$ cat src/rtl/wdc_pkg.sv
// What this block does
// RQ1 - Watchdog counts slow internal oscillator edges only
// RQ2 - Period codes select 2^8 up to 2^18
// RQ3 - Enable key 10101B disables, 01010B enables
// RQ4 - Other enable key: delayed reset, set flag
// RQ5 - Enable key powers up as 01010B
// RQ6 - Enable-key flag cleared only by software zero
// RQ7 - Running overflow resets device, sets expiry flag
// RQ8 - Sleep overflow sets flag, clears PC, SP
// RQ9 - Bad key, clear, halt, pin clear counter
// RQ10 - Software clears with dedicated clear instruction
// RQ11 - Pin key 55h shared I/O, AAh reset
// RQ12 - Other pin key resets after delay
// RQ13 - Pin key powers up as 01010101B
// RQ14 - Extra delay after reset pin release
// RQ15 - Every reset restarts program at zero
// RQ16 - Power-on sets all port registers high
// RQ17 - Upper four flag bits read zero
// RQ18 - Halt clears counter, resumes only if enabled
// RQ19 - Bad pin key reset sets pin flag
// RQ20 - Resets restore pin key except timeout
// RQ21 - Counter held zero while disabled
// RQ22 - Key checks run continuously, no strobe
package wdc_pkg;

	// ****************************************
	// Bus layout and register offsets
	// ****************************************
	localparam int        WB_AW        = 8;
	localparam int        WB_DW        = 32;
	localparam logic [7:0] ADR_WDT_CTRL = 8'h00;
	localparam logic [7:0] ADR_PIN_KEY  = 8'h04;
	localparam logic [7:0] ADR_CAUSE    = 8'h08;
	localparam logic [7:0] ADR_STATUS   = 8'h0C;

	// ****************************************
	// Fields, codes and reset values
	// ****************************************
	localparam logic [7:0] WDT_CTRL_POR   = 8'h53;
	localparam int         EN_KEY_MSB     = 7;
	localparam int         EN_KEY_LSB     = 3;
	localparam int         PSEL_MSB       = 2;
	localparam int         PSEL_LSB       = 0;
	localparam logic [4:0] EN_KEY_DISABLE = 5'h15;
	localparam logic [4:0] EN_KEY_ENABLE  = 5'h0A;
	localparam logic [7:0] PIN_KEY_IO     = 8'h55;
	localparam logic [7:0] PIN_KEY_RESET  = 8'hAA;
	localparam logic [7:0] PIN_KEY_POR    = 8'h55;
	localparam int         CF_WDT_KEY     = 0;
	localparam int         CF_BO_KEY      = 1;
	localparam int         CF_BO          = 2;
	localparam int         CF_PIN_KEY     = 3;
	localparam logic [3:0] CAUSE_POR      = 4'h0;
	localparam int         ST_EXPIRY      = 0;
	localparam int         ST_PDOWN       = 1;

	// ****************************************
	// Timing
	// ****************************************
	localparam int         SLOW_OSC_HZ        = 32000;
	localparam int         CLK_PERIOD_NS      = 10;
	localparam int         KEY_ERR_DELAY_NS   = 160;
	localparam int         PIN_RESET_DELAY_NS = 320;
	localparam int         KEY_ERR_DELAY_CYC  =
		(KEY_ERR_DELAY_NS + CLK_PERIOD_NS - 1) / CLK_PERIOD_NS;
	localparam int         PIN_RESET_DELAY_CYC =
		(PIN_RESET_DELAY_NS + CLK_PERIOD_NS - 1) / CLK_PERIOD_NS;
	localparam int         DLY_W              = 6;
	localparam logic [DLY_W-1:0] KEY_ERR_LAST = DLY_W'(KEY_ERR_DELAY_CYC - 1);
	localparam logic [DLY_W-1:0] PIN_DLY_LAST = DLY_W'(PIN_RESET_DELAY_CYC - 1);
	localparam int         WDT_CNT_W          = 18;

	// ****************************************
	// Types
	// ****************************************
	typedef enum logic [2:0] {
		ST_RUN       = 3'h0,
		ST_KEY_WAIT  = 3'h1,
		ST_RESET     = 3'h3,
		ST_PIN_HOLD  = 3'h4,
		ST_PIN_DELAY = 3'h5
	} wdc_state_t;

	// Last count before overflow for each period code
	function automatic logic [WDT_CNT_W-1:0] wdc_period_last(input logic [2:0] sel);
		logic [WDT_CNT_W-1:0] r;
		r = 18'h000FF;
		unique case (sel) // RQ2
			3'h0: r = 18'h000FF;
			3'h1: r = 18'h003FF;
			3'h2: r = 18'h00FFF;
			3'h3: r = 18'h03FFF;
			3'h4: r = 18'h07FFF;
			3'h5: r = 18'h0FFFF;
			3'h6: r = 18'h1FFFF;
			3'h7: r = 18'h3FFFF;
		endcase
		return r;
	endfunction

endpackage

$ cat src/rtl/wdc_reset_ctrl.sv
// The address map and the Wishbone interface to the registers were decided locally.
`timescale 1ns/10ps
module wdc_reset_ctrl import wdc_pkg::*; (
	input  wire logic             i_sys_clk,
	input  wire logic             i_rst_n,
	input  wire logic             i_wb_cyc,
	input  wire logic             i_wb_stb,
	input  wire logic             i_wb_we,
	input  wire logic [WB_AW-1:0] i_wb_adr,
	input  wire logic [3:0]       i_wb_sel,
	input  wire logic [WB_DW-1:0] i_wb_dat,
	output logic      [WB_DW-1:0] o_wb_dat,
	output logic                  o_wb_ack,
	input  wire logic             i_slow_osc,
	input  wire logic             i_wdt_clear_instr,
	input  wire logic             i_halt_instr,
	input  wire logic             i_low_power,
	input  wire logic             i_reset_pin_n,
	output logic                  o_core_reset,
	output logic                  o_pc_sp_clear,
	output logic                  o_port_preset,
	output logic                  o_reset_pin_mode,
	output logic                  o_expiry_flag,
	output logic                  o_power_down_flag
);

	// ****************************************
	// State
	// ****************************************
	wdc_state_t           state_r;
	wdc_state_t           state_nxt;
	logic [DLY_W-1:0]     dly_r;
	logic [7:0]           wdt_ctrl_r;
	logic [7:0]           pin_key_r;
	logic [3:0]           cause_r;
	logic [3:0]           cause_nxt;
	logic                 expiry_r;
	logic                 pdown_r;
	logic                 err_en_r;
	logic                 err_pin_r;
	logic                 timeout_r;
	logic                 slow_osc_r;
	logic                 pc_sp_clr_r;
	logic                 port_preset_r;
	logic                 ack_r;
	logic [WB_DW-1:0]     rdat_r;
	logic [WDT_CNT_W-1:0] timer_count;
	logic                 timer_ovf;

	// ****************************************
	// Key decode and watchdog clear sources
	// ****************************************
	wire [4:0] en_key      = wdt_ctrl_r[EN_KEY_MSB:EN_KEY_LSB];
	wire       wdt_on      = (en_key == EN_KEY_ENABLE);                  // RQ3
	wire       en_key_bad  = ~wdt_on & (en_key != EN_KEY_DISABLE);        // RQ4 RQ22
	wire       pin_key_bad = (pin_key_r != PIN_KEY_IO) &
		(pin_key_r != PIN_KEY_RESET);                                    // RQ12 RQ22
	wire       pin_mode    = (pin_key_r == PIN_KEY_RESET);               // RQ11
	wire       pin_low     = pin_mode & ~i_reset_pin_n;
	wire       in_run      = (state_r == ST_RUN);
	wire       core_rst    = (state_r == ST_RESET) | (state_r == ST_PIN_HOLD) |
		(state_r == ST_PIN_DELAY);
	wire       slow_tick   = i_slow_osc & ~slow_osc_r;                  // RQ1
	wire       timer_clear = en_key_bad | i_wdt_clear_instr | i_halt_instr |
		pin_low | core_rst;                                              // RQ9 RQ10
	wire       ovf_run     = timer_ovf & ~i_low_power;
	wire       ovf_sleep   = timer_ovf & i_low_power;
	wire       any_key_bad = en_key_bad | pin_key_bad;
	wire       dly_done    = (state_r == ST_KEY_WAIT) ? (dly_r == KEY_ERR_LAST) :
		(dly_r == PIN_DLY_LAST);
	wire       hold_exit   = (state_r == ST_PIN_HOLD) & ~pin_low;
	wire       full_reset  = (state_r == ST_RESET) & ~timeout_r;
	wire       warm_reset  = (state_r == ST_RESET) & timeout_r;

	// ****************************************
	// Wishbone decode
	// ****************************************
	wire       wb_req   = i_wb_cyc & i_wb_stb & ~ack_r;
	wire       wb_wr    = wb_req & i_wb_we & i_wb_sel[0];
	wire       sel_ctrl = (i_wb_adr == ADR_WDT_CTRL);
	wire       sel_pin  = (i_wb_adr == ADR_PIN_KEY);
	wire       sel_cau  = (i_wb_adr == ADR_CAUSE);
	wire       sel_st   = (i_wb_adr == ADR_STATUS);
	wire       wr_ctrl  = wb_wr & sel_ctrl & ~core_rst;
	wire       wr_pin   = wb_wr & sel_pin & ~core_rst;
	wire       wr_cau   = wb_wr & sel_cau;
	wire [WB_DW-1:0] rd_mux =
		sel_ctrl ? {24'h000000, wdt_ctrl_r} :
		sel_pin  ? {24'h000000, pin_key_r} :
		sel_cau  ? {28'h0000000, cause_r} :                              // RQ17
		sel_st   ? {30'h0, pdown_r, expiry_r} :
		32'h00000000;

	// ****************************************
	// Watchdog counter
	// ****************************************
	wdc_timer u_timer (
		.i_sys_clk    (i_sys_clk),
		.i_rst_n      (i_rst_n),
		.i_tick       (slow_tick),
		.i_clear      (timer_clear),
		.i_enable     (wdt_on),
		.i_period_sel (wdt_ctrl_r[PSEL_MSB:PSEL_LSB]),
		.o_count      (timer_count),
		.o_overflow   (timer_ovf)
	);

	// ****************************************
	// Reset sequencer
	// ****************************************
	// Next state of the reset sequencer
	always_comb begin
		state_nxt = state_r;
		unique case (state_r)
			ST_RUN: begin
				if (pin_low) begin
					state_nxt = ST_PIN_HOLD;
				end else if (ovf_run) begin
					state_nxt = ST_RESET;                               // RQ7
				end else if (any_key_bad) begin
					state_nxt = ST_KEY_WAIT;                            // RQ4 RQ12
				end
			end
			ST_KEY_WAIT: begin
				if (dly_done) begin
					state_nxt = ST_RESET;
				end
			end
			ST_RESET: begin
				state_nxt = ST_RUN;
			end
			ST_PIN_HOLD: begin
				if (!pin_low) begin
					state_nxt = ST_PIN_DELAY;
				end
			end
			ST_PIN_DELAY: begin
				if (dly_done) begin
					state_nxt = ST_RUN;                                 // RQ14
				end
			end
			default: begin
				state_nxt = ST_RUN;
			end
		endcase
	end

	// Sequencer state and delay count
	always_ff @(posedge i_sys_clk or negedge i_rst_n) begin
		if (!i_rst_n) begin
			state_r <= ST_RUN;
			dly_r   <= '0;
		end else begin
			state_r <= state_nxt;
			dly_r   <= (state_nxt != state_r) ? '0 : dly_r + 1'b1;
		end
	end

	// Cause of the pending reset, caught as the sequence starts
	always_ff @(posedge i_sys_clk or negedge i_rst_n) begin
		if (!i_rst_n) begin
			err_en_r  <= 1'b0;
			err_pin_r <= 1'b0;
			timeout_r <= 1'b0;
		end else if (in_run) begin
			err_en_r  <= en_key_bad;
			err_pin_r <= pin_key_bad;
			timeout_r <= ovf_run & ~pin_low;
		end
	end

	// ****************************************
	// Control registers
	// ****************************************
	// Enable key and period; restored on full resets
	always_ff @(posedge i_sys_clk or negedge i_rst_n) begin
		if (!i_rst_n) begin
			wdt_ctrl_r <= WDT_CTRL_POR;                                 // RQ5
		end else if (full_reset | hold_exit) begin
			wdt_ctrl_r <= WDT_CTRL_POR;
		end else if (wr_ctrl) begin
			wdt_ctrl_r <= i_wb_dat[7:0];
		end
	end

	// Reset pin key; a timeout warm reset leaves it alone
	always_ff @(posedge i_sys_clk or negedge i_rst_n) begin
		if (!i_rst_n) begin
			pin_key_r <= PIN_KEY_POR;                                   // RQ13
		end else if (full_reset | hold_exit) begin
			pin_key_r <= PIN_KEY_POR;                                   // RQ20
		end else if (wr_pin) begin
			pin_key_r <= i_wb_dat[7:0];
		end
	end

	// Sticky cause flags: a zero write clears, a hardware set wins
	assign cause_nxt = (wr_cau ? (cause_r & i_wb_dat[3:0]) : cause_r) |    // RQ6
		{full_reset & err_pin_r, 2'b00, full_reset & err_en_r};           // RQ4 RQ19

	always_ff @(posedge i_sys_clk or negedge i_rst_n) begin
		if (!i_rst_n) begin
			cause_r <= CAUSE_POR;
		end else begin
			cause_r <= cause_nxt;
		end
	end

	// Expiry and power-down status flags
	always_ff @(posedge i_sys_clk or negedge i_rst_n) begin
		if (!i_rst_n) begin
			expiry_r <= 1'b0;
			pdown_r  <= 1'b0;
		end else begin
			expiry_r <= warm_reset | (ovf_sleep & in_run) |              // RQ7 RQ8
				(expiry_r & ~i_wdt_clear_instr & ~i_halt_instr);
			pdown_r  <= i_halt_instr | (pdown_r & ~i_wdt_clear_instr);
		end
	end

	// ****************************************
	// Outputs to core and ports
	// ****************************************
	// Slow clock sampling, sleep wake clear and power-on port preset
	always_ff @(posedge i_sys_clk or negedge i_rst_n) begin
		if (!i_rst_n) begin
			slow_osc_r    <= 1'b0;
			pc_sp_clr_r   <= 1'b0;
			port_preset_r <= 1'b1;
		end else begin
			slow_osc_r    <= i_slow_osc;
			pc_sp_clr_r   <= ovf_sleep & in_run & ~pin_low;             // RQ8
			port_preset_r <= 1'b0;                                      // RQ16
		end
	end

	// Wishbone answer one cycle after the request
	always_ff @(posedge i_sys_clk or negedge i_rst_n) begin
		if (!i_rst_n) begin
			ack_r  <= 1'b0;
			rdat_r <= '0;
		end else begin
			ack_r  <= wb_req;
			rdat_r <= wb_req ? rd_mux : rdat_r;
		end
	end

	assign o_wb_ack          = ack_r;
	assign o_wb_dat          = rdat_r;
	assign o_core_reset      = core_rst;                                 // RQ15
	assign o_pc_sp_clear     = pc_sp_clr_r;
	assign o_port_preset     = port_preset_r;
	assign o_reset_pin_mode  = pin_mode;
	assign o_expiry_flag     = expiry_r;
	assign o_power_down_flag = pdown_r;

	// ****************************************
	// Checks
	// ****************************************
	localparam int A_ERR_MAX = 20;

	a_key_err_reset: assert property (@(posedge i_sys_clk) disable iff (!i_rst_n) // RQ4
		in_run && en_key_bad && !pin_low && !ovf_run |-> ##[1:A_ERR_MAX] state_r == ST_RESET)
		else $error("bad enable key did not reset");

	a_pin_key_reset: assert property (@(posedge i_sys_clk) disable iff (!i_rst_n) // RQ12
		in_run && pin_key_bad && !pin_low && !ovf_run |-> ##[1:A_ERR_MAX] o_core_reset)
		else $error("bad pin key did not reset");

	a_wrf_sticky: assert property (@(posedge i_sys_clk) disable iff (!i_rst_n) // RQ6
		cause_r[CF_WDT_KEY] && !(wr_cau && !i_wb_dat[0]) |=> cause_r[CF_WDT_KEY])
		else $error("enable key flag lost without software clear");

	a_pin_flag_set: assert property (@(posedge i_sys_clk) disable iff (!i_rst_n) // RQ19
		state_r == ST_KEY_WAIT && err_pin_r ##1 state_r == ST_RESET |=> cause_r[CF_PIN_KEY])
		else $error("pin key flag not set");

	a_run_timeout: assert property (@(posedge i_sys_clk) disable iff (!i_rst_n) // RQ7
		in_run && ovf_run && !pin_low |=> o_core_reset ##1 (expiry_r && !o_core_reset))
		else $error("running overflow did not reset");

	a_sleep_warm: assert property (@(posedge i_sys_clk) disable iff (!i_rst_n) // RQ8
		in_run && ovf_sleep && !pin_low |=> o_pc_sp_clear && expiry_r && !o_core_reset)
		else $error("sleep overflow handled wrongly");

	a_disabled_hold: assert property (@(posedge i_sys_clk) disable iff (!i_rst_n) // RQ21
		!wdt_on |=> timer_count == '0)
		else $error("counter moved while disabled");

	a_halt_clear: assert property (@(posedge i_sys_clk) disable iff (!i_rst_n) // RQ18
		i_halt_instr |=> timer_count == '0 && pdown_r)
		else $error("halt did not clear counter");

	a_pin_delay: assert property (@(posedge i_sys_clk) disable iff (!i_rst_n) // RQ14
		hold_exit |=> o_core_reset [*8])
		else $error("no delay after pin release");

	a_pin_key_por: assert property (@(posedge i_sys_clk) disable iff (!i_rst_n) // RQ20
		full_reset |=> pin_key_r == PIN_KEY_POR && wdt_ctrl_r == WDT_CTRL_POR)
		else $error("full reset kept keys");

	a_upper_zero: assert property (@(posedge i_sys_clk) disable iff (!i_rst_n) // RQ17
		wb_req && !i_wb_we && sel_cau |=> o_wb_ack && o_wb_dat[31:4] == 28'h0000000)
		else $error("flag register upper bits not zero");

	// Key error wait runs its full delay before the reset
	a_key_wait_hold: assert property (@(posedge i_sys_clk) disable iff (!i_rst_n) // RQ4
		state_r == ST_KEY_WAIT && dly_r < KEY_ERR_LAST |=> state_r == ST_KEY_WAIT)
		else $error("key error reset came early");

	// Pin held low in reset mode resets the device
	a_pin_hold: assert property (@(posedge i_sys_clk) disable iff (!i_rst_n) // RQ11
		in_run && pin_mode && !i_reset_pin_n |=> o_core_reset)
		else $error("reset pin low did not reset");

	// Pin low in shared I/O mode leaves the device running
	a_io_mode_quiet: assert property (@(posedge i_sys_clk) disable iff (!i_rst_n) // RQ11
		in_run && !pin_mode && !i_reset_pin_n && !ovf_run && !any_key_bad |=> !o_core_reset)
		else $error("pin low reset in shared mode");

	// Port preset ends one edge after reset release
	a_port_preset: assert property (@(posedge i_sys_clk) disable iff (!i_rst_n) // RQ16
		o_port_preset |=> !o_port_preset)
		else $error("port preset did not end");

	// Timeout warm reset keeps the pin key
	a_warm_keeps_pin: assert property (@(posedge i_sys_clk) disable iff (!i_rst_n) // RQ20
		warm_reset |=> $stable(pin_key_r))
		else $error("warm reset changed pin key");

	// Sleep expiry clears PC and SP for one cycle only
	a_pc_sp_pulse: assert property (@(posedge i_sys_clk) disable iff (!i_rst_n) // RQ8
		o_pc_sp_clear |=> !o_pc_sp_clear)
		else $error("PC and SP clear longer than one cycle");

	// Clear instruction empties the counter
	a_clear_instr: assert property (@(posedge i_sys_clk) disable iff (!i_rst_n) // RQ9
		i_wdt_clear_instr |=> timer_count == '0)
		else $error("clear instruction left count");

	// Undefined enable key empties the counter
	a_bad_key_clear: assert property (@(posedge i_sys_clk) disable iff (!i_rst_n) // RQ9
		en_key_bad |=> timer_count == '0)
		else $error("bad enable key left count");

endmodule

$ cat src/rtl/wdc_timer.sv
`timescale 1ns/10ps
module wdc_timer import wdc_pkg::*; (
	input  wire logic                 i_sys_clk,
	input  wire logic                 i_rst_n,
	input  wire logic                 i_tick,
	input  wire logic                 i_clear,
	input  wire logic                 i_enable,
	input  wire logic [2:0]           i_period_sel,
	output logic      [WDT_CNT_W-1:0] o_count,
	output logic                      o_overflow
);

	// ****************************************
	// Prescaled watchdog count
	// ****************************************
	logic [WDT_CNT_W-1:0] count_r;
	logic [WDT_CNT_W-1:0] count_nxt;
	logic                 ovf_r;
	wire                  at_last = (count_r == wdc_period_last(i_period_sel));
	wire                  ovf_nxt = i_enable & ~i_clear & i_tick & at_last; // RQ21

	// Clear wins, disabled holds zero, slow ticks advance
	assign count_nxt = (i_clear | ~i_enable) ? '0 :      // RQ9 RQ18 RQ21
		~i_tick ? count_r :                             // RQ1
		at_last ? '0 : count_r + 1'b1;

	// Count and overflow pulse
	always_ff @(posedge i_sys_clk or negedge i_rst_n) begin
		if (!i_rst_n) begin
			count_r <= '0;
			ovf_r   <= 1'b0;
		end else begin
			count_r <= count_nxt;
			ovf_r   <= ovf_nxt;
		end
	end

	assign o_count    = count_r;
	assign o_overflow = ovf_r;

endmodule

$ cat config.mk
export PLATFORM = sky130hd
export DESIGN_NAME = wdc_reset_ctrl
export DESIGN_NICKNAME = d
export VERILOG_FILES = /design/src/rtl/wdc_pkg.sv /design/src/rtl/wdc_reset_ctrl.sv /design/src/rtl/wdc_timer.sv
export SDC_FILE = /design/constraint.sdc
export NUM_CORES = 1
export LEC_CHECK = 0
export BUFFER_PORTS_ARGS = -buffer_cell sky130_fd_sc_hd__buf_2
export CAP_MARGIN = 10
export CORE_UTILIZATION = 58
export CTS_CLUSTER_DIAMETER = 50
export CTS_CLUSTER_SIZE = 25
export DETAILED_ROUTE_END_ITERATION = 10
export PLACE_DENSITY = 0.93
export SLEW_MARGIN = 20
export SYNTH_ARGS = -nofsm -noshare
export SYNTH_HDL_FRONTEND = slang
export SYNTH_SLANG_ARGS = --single-unit
$ cat constraint.sdc
create_clock -name i_sys_clk -period 5.05 [get_ports i_sys_clk]
set_clock_uncertainty 0.1 [all_clocks]
set_input_delay 0.7575 -clock i_sys_clk [delete_from_list [all_inputs] [get_ports i_sys_clk]]
set_output_delay 0.7575 -clock i_sys_clk [all_outputs]
set_load 0.03 [all_outputs]
==> impl_metrics.json, run 1 <==
{
  "final_cell_mix": "nand2_1 (69), dfrtp_1 (56), buf_2 (41)",
  "overflow": 0,
  "total_power_uw": 1330,
  "drt_iter0_drc": 307,
  "mappedNetlistArea_um2": 3760,
  "ioPinCount": 93,
  "ant_nets": 0,
  "postSynthAreaPerCell_um2": 9.51,
  "root_buffer": "clkbuf_8",
  "drv_slew": 0,
  "worst_r2r_path_depth": 5,
  "syn_to_final_growth_pct": 11.0,
  "fp.dieW_um": 82.5,
  "dpl_cell_area_um2": 3930,
  "reg2reg_to": "u_timer.o_count[9]",
  "netlist-cell-type-count": 64,
  "wl_um": 8440,
  "grt_first_pass_wirelength_um": 13600,
  "fmax_ghz": 0.377,
  "cts_tree": "built",
  "antenna_cells": 0,
  "preCtsSetupSlack_ps": 2340,
  "ir_drop_mv": 0.272,
  "antenna_found_initial": 0,
  "synth-seq-cells": 65,
  "cp-start-kind": "register",
  "maxCapViolations": 0,
  "cts_setup_buffers": 0,
  "cts_resized": 0,
  "setup-tns-final_ps": 0,
  "r2r_start": "wdt_ctrl_r[4]",
  "rsz0062_at_grt": "no",
  "yosysWarnings": 0,
  "grt_pass1_vias": 2862,
  "nFillCells": 455,
  "postSynthCellCount": 395,
  "first_pass_iters": 5,
  "die_h_um": 82.5,
  "routedWlPerCell_um": 16.3,
  "post-dp-hpwl_um": 5840,
  "relSlewSlack_pct": 28.9,
  "cp.required_ps": 5210,
  "finalSetupViolCount": 0,
  "htree_num_levels": 3,
  "finalWorstSetupSlack_ps": 2390,
  "startpoint": "wdt_ctrl_r[4]",
  "crit_path_end": "u_timer.o_count[9]",
  "end_kind": "register",
  "cts.sinks": 65,
  "crit_path_max_fanout": 18,
  "viasPerCell": 6.15,
  "start_util_pct": 61.6,
  "hold_viol": 0,
  "critPathArrivalTime_ps": 2820,
  "ff2ff_setup_slack_ps": 2390,
  "num_vias": 3193,
  "num_rows": 28,
  "outcome": "completed",
  "synth_ff_type": "dfrtp_1",
  "fin_crit_sh_pct": 52.6,
  "drive_above_1_share_pct": 19.8,
  "grt_max_degree": 48,
  "drc": 0,
  "synth_edf_count": 0,
  "clockBufferDepth": 2,
  "timing.final.crit_period_ps": 2660,
  "nets": 495,
  "p_leak_uw": 0.00195,
  "p_per_area_nw_per_um2": 318,
  "crit_type": "register to register",
  "design.die.area_um2": 6800,
  "seq_area_frac_synth_pct": 43.6,
  "core_area_um2": 6100,
  "track_usage_pct": 27.3,
  "final_common_cell": "nand2_1",
  "numCtsBuffers": 9,
  "clkLatencyLatePin_ps": 350,
  "globalplace.congestion": 0.877,
  "hold_path_class": "primary input to asynchronous set/reset pin",
  "ys_async_sr_fraction_pct": 100,
  "portBuffers": 41,
  "worst_slew_pin_slew_ps": 1060,
  "ctsHoldBuffers": 0,
  "clk_pin_slew_ps": 70,
  "fin_area_um2": 4170
}
## routing by layer
metal	wire (um)	track usage, %	vias up
met2	4070	42.1	144
met1	3590	37.0	1547
met3	579	6.81	26
met4	195	10.4	0
li1	-	-	1476
met5	0	0	-
## flip-flops by register name, summed over array words and instances, names as in the netlist
name,flops
u_timer.o_count,18
o_wb_dat,8
pin_key_r,8
wdt_ctrl_r,8
dly_r,6
cause_r,4
state_r,3
err_en_r,1
err_pin_r,1
o_expiry_flag,1
o_pc_sp_clear,1
o_port_preset,1
o_power_down_flag,1
o_wb_ack,1
slow_osc_r,1
timeout_r,1
u_timer.o_overflow,1
## layout make-up
| type | count | area, um^2 | share of cell area [%] |
|---|---|---|---|
| multi-input combinational | 310 | 1940 | 46.4 |
| sequential | 65 | 1640 | 39.3 |
| timing repair buffer | 43 | 220 | 5.28 |
| clock buffer | 11 | 141 | 3.39 |
| clock inverter | 5 | 103 | 2.46 |
| tap | 75 | 93.8 | 2.25 |
| inverter | 10 | 37.5 | 0.900 |
## how the worst min path moves through the flow
stage | from | to | slack (ps) | cells past startpoint
after floorplan | err_en_r | cause_r[0] | 330 | 2
after global placement | o_wb_dat[4] | o_wb_dat[4] | 360 | 2
after detailed placement | err_en_r | cause_r[0] | 360 | 2
after CTS | i_rst_n | u_timer.o_count[4] | 250 | 1
after global routing | i_rst_n | u_timer.o_count[17] | 270 | 1
final | i_rst_n | u_timer.o_count[1] | 240 | 1
## worst max-delay path: stages (launching register included)
cell and delay, ps:
dfstp_2 570, nor4b_2 320, nand4_1 300, nor3b_4 710, o21ai_2 300, o211ai_1 260
## through the flow
stage | std cells | util, % | hold WS (ps)
after floorplan | 419 | - | 335
after global placement | 503 | 64.4 | 357
after detailed placement | 503 | 64.4 | 364
after CTS | 519 | 68.4 | 249
after global routing | 519 | 68.4 | 266
final | 519 | 68.4 | 245
## kinds of logic (layout without fill, tap and decap cells)
kind of cell / Yosys count / count (layout) / share of synthesized area [%]
adders and majority gates: 2 / 2 / 0.666
AOI/OAI and AO/OA: 84 / 84 / 16.0
buffers and inverters: 44 / 69 / 7.29
xor gates and xnor gates: 4 / 4 / 0.933
muxes: 18 / 18 / 5.49
DFF: 65 / 65 / 43.6
other: 1 / 25 / 0.0998
and+or+nand+nor: 177 / 177 / 25.9
## synthesized netlist by cell type (3+ instances only)
cell | count | share of area, %
nand2_1 | 69 | 6.9
dfrtp_1 | 56 | 37
buf_4 | 26 | 5.2
nor2_1 | 24 | 2.4
o21ai_0 | 17 | 2.3
mux2i_1 | 15 | 4.0
nand3_1 | 15 | 2.0
o211ai_1 | 13 | 2.6
and2_1 | 10 | 1.7
inv_1 | 10 | 1.0
a21oi_1 | 9 | 1.2
dfstp_2 | 9 | 6.3
nor3_1 | 7 | 0.93
nor4_1 | 6 | 1.0
o221ai_1 | 6 | 1.4
a22oi_1 | 5 | 1.0
nor2b_1 | 5 | 0.83
a22o_1 | 4 | 0.93
clkbuf_1 | 4 | 0.40
nand2b_1 | 4 | 0.67
nand4_1 | 4 | 0.67
o21a_1 | 4 | 0.80
or2_2 | 4 | 0.67
and3_1 | 3 | 0.50
buf_2 | 3 | 0.40
nand3b_1 | 3 | 0.60
nor4bb_1 | 3 | 0.80
o2111ai_1 | 3 | 0.70
o31ai_1 | 3 | 0.60
or3_1 | 3 | 0.50
xnor2_1 | 3 | 0.70
## where the power goes
part           internal (uW)  switching, uW  leakage [uW]
registers                555           37.0      0.000848
clock network            341            203      0.000120
logic                   66.2            124      0.000985
No activity file was read; power rests on OpenSTA's default activity.
==> run 2: changes to the inputs <==
Settings changed: CORE_UTILIZATION 58 to 54, PLACE_DENSITY 0.93 to 0.88.
Clock period 5.05 ns to 2.65 ns, I/O delays scaled along.
==> run 2 against run 1 <==
  * The run now ends with DRC left
  * Highest routed layer unchanged
  * Sequential share of layout area is 0.40 points lower
  * Global-route usage fell by 4.0 points
  * Critical path type unchanged
  * Clock power grew 59%
  * First-iteration DRC count grew 6.8%
  * Largest power group unchanged
==> impl_metrics.json, run 2 (same netlist as run 1, synthesis figures left out) <==
{
  "outcome": "complete, but fails checks",
  "violations": "DRC",
  "num_vias": 3172,
  "numCtsBuffers": 9,
  "grt_use_met2_pct": 36.4,
  "design.die.area_um2": 7300,
  "p_leak_uw": 0.00198,
  "overflow": 0,
  "worst_slew_pin_slew_ps": 1020,
  "fin_crit_sh_pct": 94.0,
  "fp.dieW_um": 85.4,
  "antenna_found_initial": 0,
  "crit_path_max_fanout": 17,
  "crit_type": "register to register",
  "nets": 503,
  "ir_drop_mv": 0.312,
  "whs_path_depth": 1,
  "largest_register_ffs": 18,
  "rsz0062_at_grt": "no",
  "ctsHoldBuffers": 1,
  "final_common_cell": "nand2_1",
  "root_buffer": "clkbuf_8",
  "final_cell_mix": "nand2_1 (69), dfrtp_1 (56), buf_2 (41)",
  "cts_setup_buffers": 0,
  "post-dp-hpwl_um": 5660,
  "hold_viol": 0,
  "clkLatencyLatePin_ps": 350,
  "maxCapViolations": 0,
  "cts_tree": "built",
  "first_pass_iters": 8,
  "timing.final.crit_period_ps": 2490,
  "syn_to_final_growth_pct": 12.1,
  "drc": 1,
  "die_h_um": 85.4,
  "drive_above_1_share_pct": 21.2,
  "core_area_um2": 6760,
  "use_met1_pct": 32.3,
  "finalSetupViolCount": 0,
  "grt_util_met3_pct": 3.99,
  "globalplace.congestion": 0.883,
  "multi_input_area_um2": 1940,
  "p_per_area_nw_per_um2": 562,
  "viasPerCell": 5.96,
  "htree_num_levels": 3,
  "clockBufferDepth": 2,
  "track_usage_pct": 23.2,
  "antenna_cells": 0,
  "cts_resized": 0,
  "cp-start-kind": "register",
  "worst_r2r_path_depth": 5,
  "whs_ps": 68.4,
  "routedWlPerCell_um": 15.2,
  "cp.required_ps": 2800,
  "wl_um": 8100,
  "critPathArrivalTime_ps": 2640,
  "drv_slew": 0,
  "grt_first_pass_wirelength_um": 13500,
  "top_usage_layer": "met2",
  "cts.sinks": 65,
  "relSlewSlack_pct": 31.6,
  "hold_path_class": "primary input to register",
  "ff2ff_setup_slack_ps": 160,
  "end_kind": "register",
  "grt_pass1_vias": 2869,
  "fmax_ghz": 0.401,
  "grt_max_degree": 44,
  "start_util_pct": 55.6,
  "portBuffers": 41,
  "setup-tns-final_ps": 0,
  "drt_iter0_drc": 328,
  "num_rows": 30,
  "ioPinCount": 93,
  "ant_nets": 0,
  "regArea_um2": 1640,
  "nFillCells": 553,
  "clk_pin_slew_ps": 80
}
-- run 2: cell count changes in the layout (fill, tap and decap cells not counted), sizes merged --
| cell | delta |
|---|---|
| buf | +7 |
| bufinv | -2 |
| clkinv | +2 |
| clkbuf | -1 |
| clkinvlp | +1 |
| dlygate4sd3 | +1 |
-- run 2: layout make-up --
cell class	count	share of cell area [%]
timing repair buffer	51	7.01
tap	80	2.38
clock buffer	10	3.27
multi-input combinational	310	46.0
inverter	10	0.891
sequential	65	38.9
clock inverter	6	1.60
-- run 2: power breakdown --
group          internal, uW  switching (uW)  total, uW
Clock                   461             405        866
Sequential             1060            71.1       1130
Combinational           132             240        372
-- run 2: routing by layer --
| layer | share of wire (%) | vias to the layer above |
|---|---|---|
| met4 | 1.6 | 0 |
| met2 | 47 | 115 |
| met1 | 47 | 1553 |
| li1 | - | 1489 |
| met5 | 0 | - |
| met3 | 4.5 | 15 |
-- run 2: per-stage QoR --
| step | cells | total power [uW] | worst slack, ps | utilization (%) | area [um^2] |
|---|---|---|---|---|---|
| 2_1_floorplan | 419 | 1430 | 635 | - | 3850 |
| 6_report | 532 | 2370 | 158 | 62.3 | 4210 |
| 4_1_cts | 532 | 2380 | 146 | 62.3 | 4210 |
| 3_3_place_gp | 515 | 1490 | 228 | 59.1 | 4000 |
| 3_5_place_dp | 515 | 1510 | 180 | 59.1 | 4000 |
| 5_1_grt | 532 | 2470 | 21.9 | 62.3 | 4210 |
-- run 2: worst paths after layout --
check	startpoint	end
worst max-delay path	wdt_ctrl_r[4]	u_timer.o_count[9]
worst min-delay path	i_slow_osc	slow_osc_r
worst max register to register	wdt_ctrl_r[4]	u_timer.o_count[9]
worst min register to register	o_wb_dat[5]	o_wb_dat[5]
max in group asynchronous	i_rst_n	o_port_preset
min in group asynchronous	i_rst_n	o_wb_dat[6]
-- run 2: worst max-delay path, stage by stage (launching register included) --
cell	delay, ps
dfstp_2	560
nor4b_2	250
nand4_1	300
nor3_2	890
nand2_1	140
o211ai_1	150
==> run 3: changes to the inputs <==
Settings changed: BUFFER_PORTS_ARGS -buffer_cell sky130_fd_sc_hd__buf_2 to default, CORE_UTILIZATION 54 to 57, DONT_BUFFER_PORTS from default to 1, PLACE_DENSITY 0.88 to 0.82.
Clock period 2.65 ns to 2.2 ns, I/O delays scaled along.
==> run 3 against run 2 <==
  * The run now ends clean
  * Via count shrank 4.1%
  * Count of clock-buffer cells in the layout shrank 1
  * Power grew 29%
  * Routed wire length shrank 1.2%
  * Critical path type is now register to output port
  * Critical endpoint is now o_reset_pin_mode
  * Highest routed layer unchanged
==> impl_metrics.json, run 3 (same netlist as run 1, synthesis figures left out) <==
{
  "outcome": "completed",
  "final_common_cell": "nand2_1",
  "cp-start-kind": "register",
  "fin_area_um2": 4190,
  "htree_num_levels": 3,
  "viasPerCell": 6.04,
  "die_h_um": 83.2,
  "clockBufferDepth": 2,
  "drt_iter0_drc": 222,
  "cts_resized": 0,
  "top_usage_layer": "met2",
  "maxCapViolations": 0,
  "hold_viol": 0,
  "worst_slew_pin_slew_ps": 611,
  "ant_nets": 0,
  "crit_path_max_fanout": 4,
  "portBuffers": 0,
  "hold_path_class": "primary input to register",
  "post-dp-hpwl_um": 5490,
  "grt_max_degree": 66,
  "numCtsBuffers": 9,
  "timing.final.crit_period_ps": 2110,
  "grt_pass1_vias": 2888,
  "clk_pin_slew_ps": 90,
  "preCtsSetupSlack_ps": 129,
  "setup-tns-final_ps": 0,
  "clkLatencyLatePin_ps": 360,
  "core_area_um2": 6350,
  "ioPinCount": 93,
  "grt_first_pass_wirelength_um": 13900,
  "syn_to_final_growth_pct": 11.4,
  "track_usage_pct": 25.4,
  "grt_use_met2_pct": 38.1,
  "num_vias": 3042,
  "antenna_found_initial": 0,
  "cts_tree": "built",
  "whs_ps": 14.7,
  "critPathArrivalTime_ps": 1680,
  "use_met1_pct": 35.9,
  "cp.required_ps": 1770,
  "finalSetupViolCount": 0,
  "drc": 0,
  "design.die.area_um2": 6920,
  "final_cell_mix": "nand2_1 (69), dfrtp_1 (56), conb_1 (25)",
  "globalplace.congestion": 0.846,
  "first_pass_iters": 4,
  "routedWlPerCell_um": 15.9,
  "dpl_cell_area_um2": 3840,
  "rsz0062_at_grt": "no",
  "end_kind": "output port",
  "cts.sinks": 65,
  "relSlewSlack_pct": 58.9,
  "drv_slew": 0,
  "start_util_pct": 59.2,
  "overflow": 0,
  "nets": 478,
  "fmax_ghz": 0.475,
  "crit_type": "register to output port",
  "antenna_cells": 0,
  "root_buffer": "clkbuf_8",
  "fin_crit_sh_pct": 95.8,
  "fp.dieW_um": 83.2,
  "total_power_uw": 3050,
  "p_leak_uw": 0.00189,
  "finalWorstSetupSlack_ps": 92.6,
  "ir_drop_mv": 0.642,
  "num_rows": 29,
  "drive_above_1_share_pct": 15.5,
  "grt_util_met3_pct": 6.36,
  "largest_register_ffs": 18,
  "wl_um": 8010,
  "p_per_area_nw_per_um2": 728
}
## run 3: cell types whose count changed in the layout (fill, tap and decap cells not counted)
cell           before  now
clkinvlp_4          2    1
buf_4               8   19
bufinv_16           1    3
buf_12              1    0
dlygate4sd3_1       1    6
clkbuf_8           10    9
clkinv_2            1    0
buf_16              0    1
clkinv_4            2    0
inv_6               0    3
buf_2              41    0
## run 3: routing by layer
metal	share of wire [%]	up-vias
li1	-	1435
met1	45	1493
met2	46	103
met3	7.3	11
met4	1.6	0
met5	0	-
## run 3: cell type report
type                       count  area (um^2)
fill                         502         2160
multi-input combinational    310         1940
sequential                    65         1640
timing repair buffer          26          230
clock buffer                   9          124
clock inverter                 7          124
tap                           77         96.3
inverter                      10         37.5
## run 3: worst paths after layout
check	from	end	slack (ps)	cells after the start
worst max-delay path	pin_key_r[4]	o_reset_pin_mode	90	3
worst min-delay path	i_wb_dat[4]	pin_key_r[4]	10	2
worst max register to register	u_timer.o_count[0]	u_timer.o_count[17]	110	7
worst min register to register	err_en_r	cause_r[0]	390	2
max in group asynchronous	i_rst_n	o_port_preset	1280	2
min in group asynchronous	i_rst_n	o_wb_dat[6]	420	2
## run 3: through the flow
| stage | cells | utilization [%] |
|---|---|---|
| 6_report | 504 | 65.9 |
| 3_5_place_dp | 480 | 60.5 |
| 5_1_grt | 504 | 65.9 |
| 3_3_place_gp | 480 | 60.5 |
| 2_1_floorplan | 419 | - |
| 4_1_cts | 503 | 65.8 |
## run 3: report_power, final
group | switching, uW | internal [uW] | total [uW]
sequential | 86.4 | 1270 | 1360
clock | 512 | 764 | 1280
combinational | 259 | 152 | 411
total | 857 | 2190 | 3050
## run 3: critical path, cell delays in order, from the launching register on
cell and delay [ps]:
dfstp_2 400, nand4bb_1 300, or2_2 400, inv_1 220
## run 3: what timing repair did
item | in CTS | in global routing
hold buffers | 7 | 0
setup endpoints to repair | 0 | 2
endpoints found under the hold margin | 71 | 0
setup buffers | 0 | 1
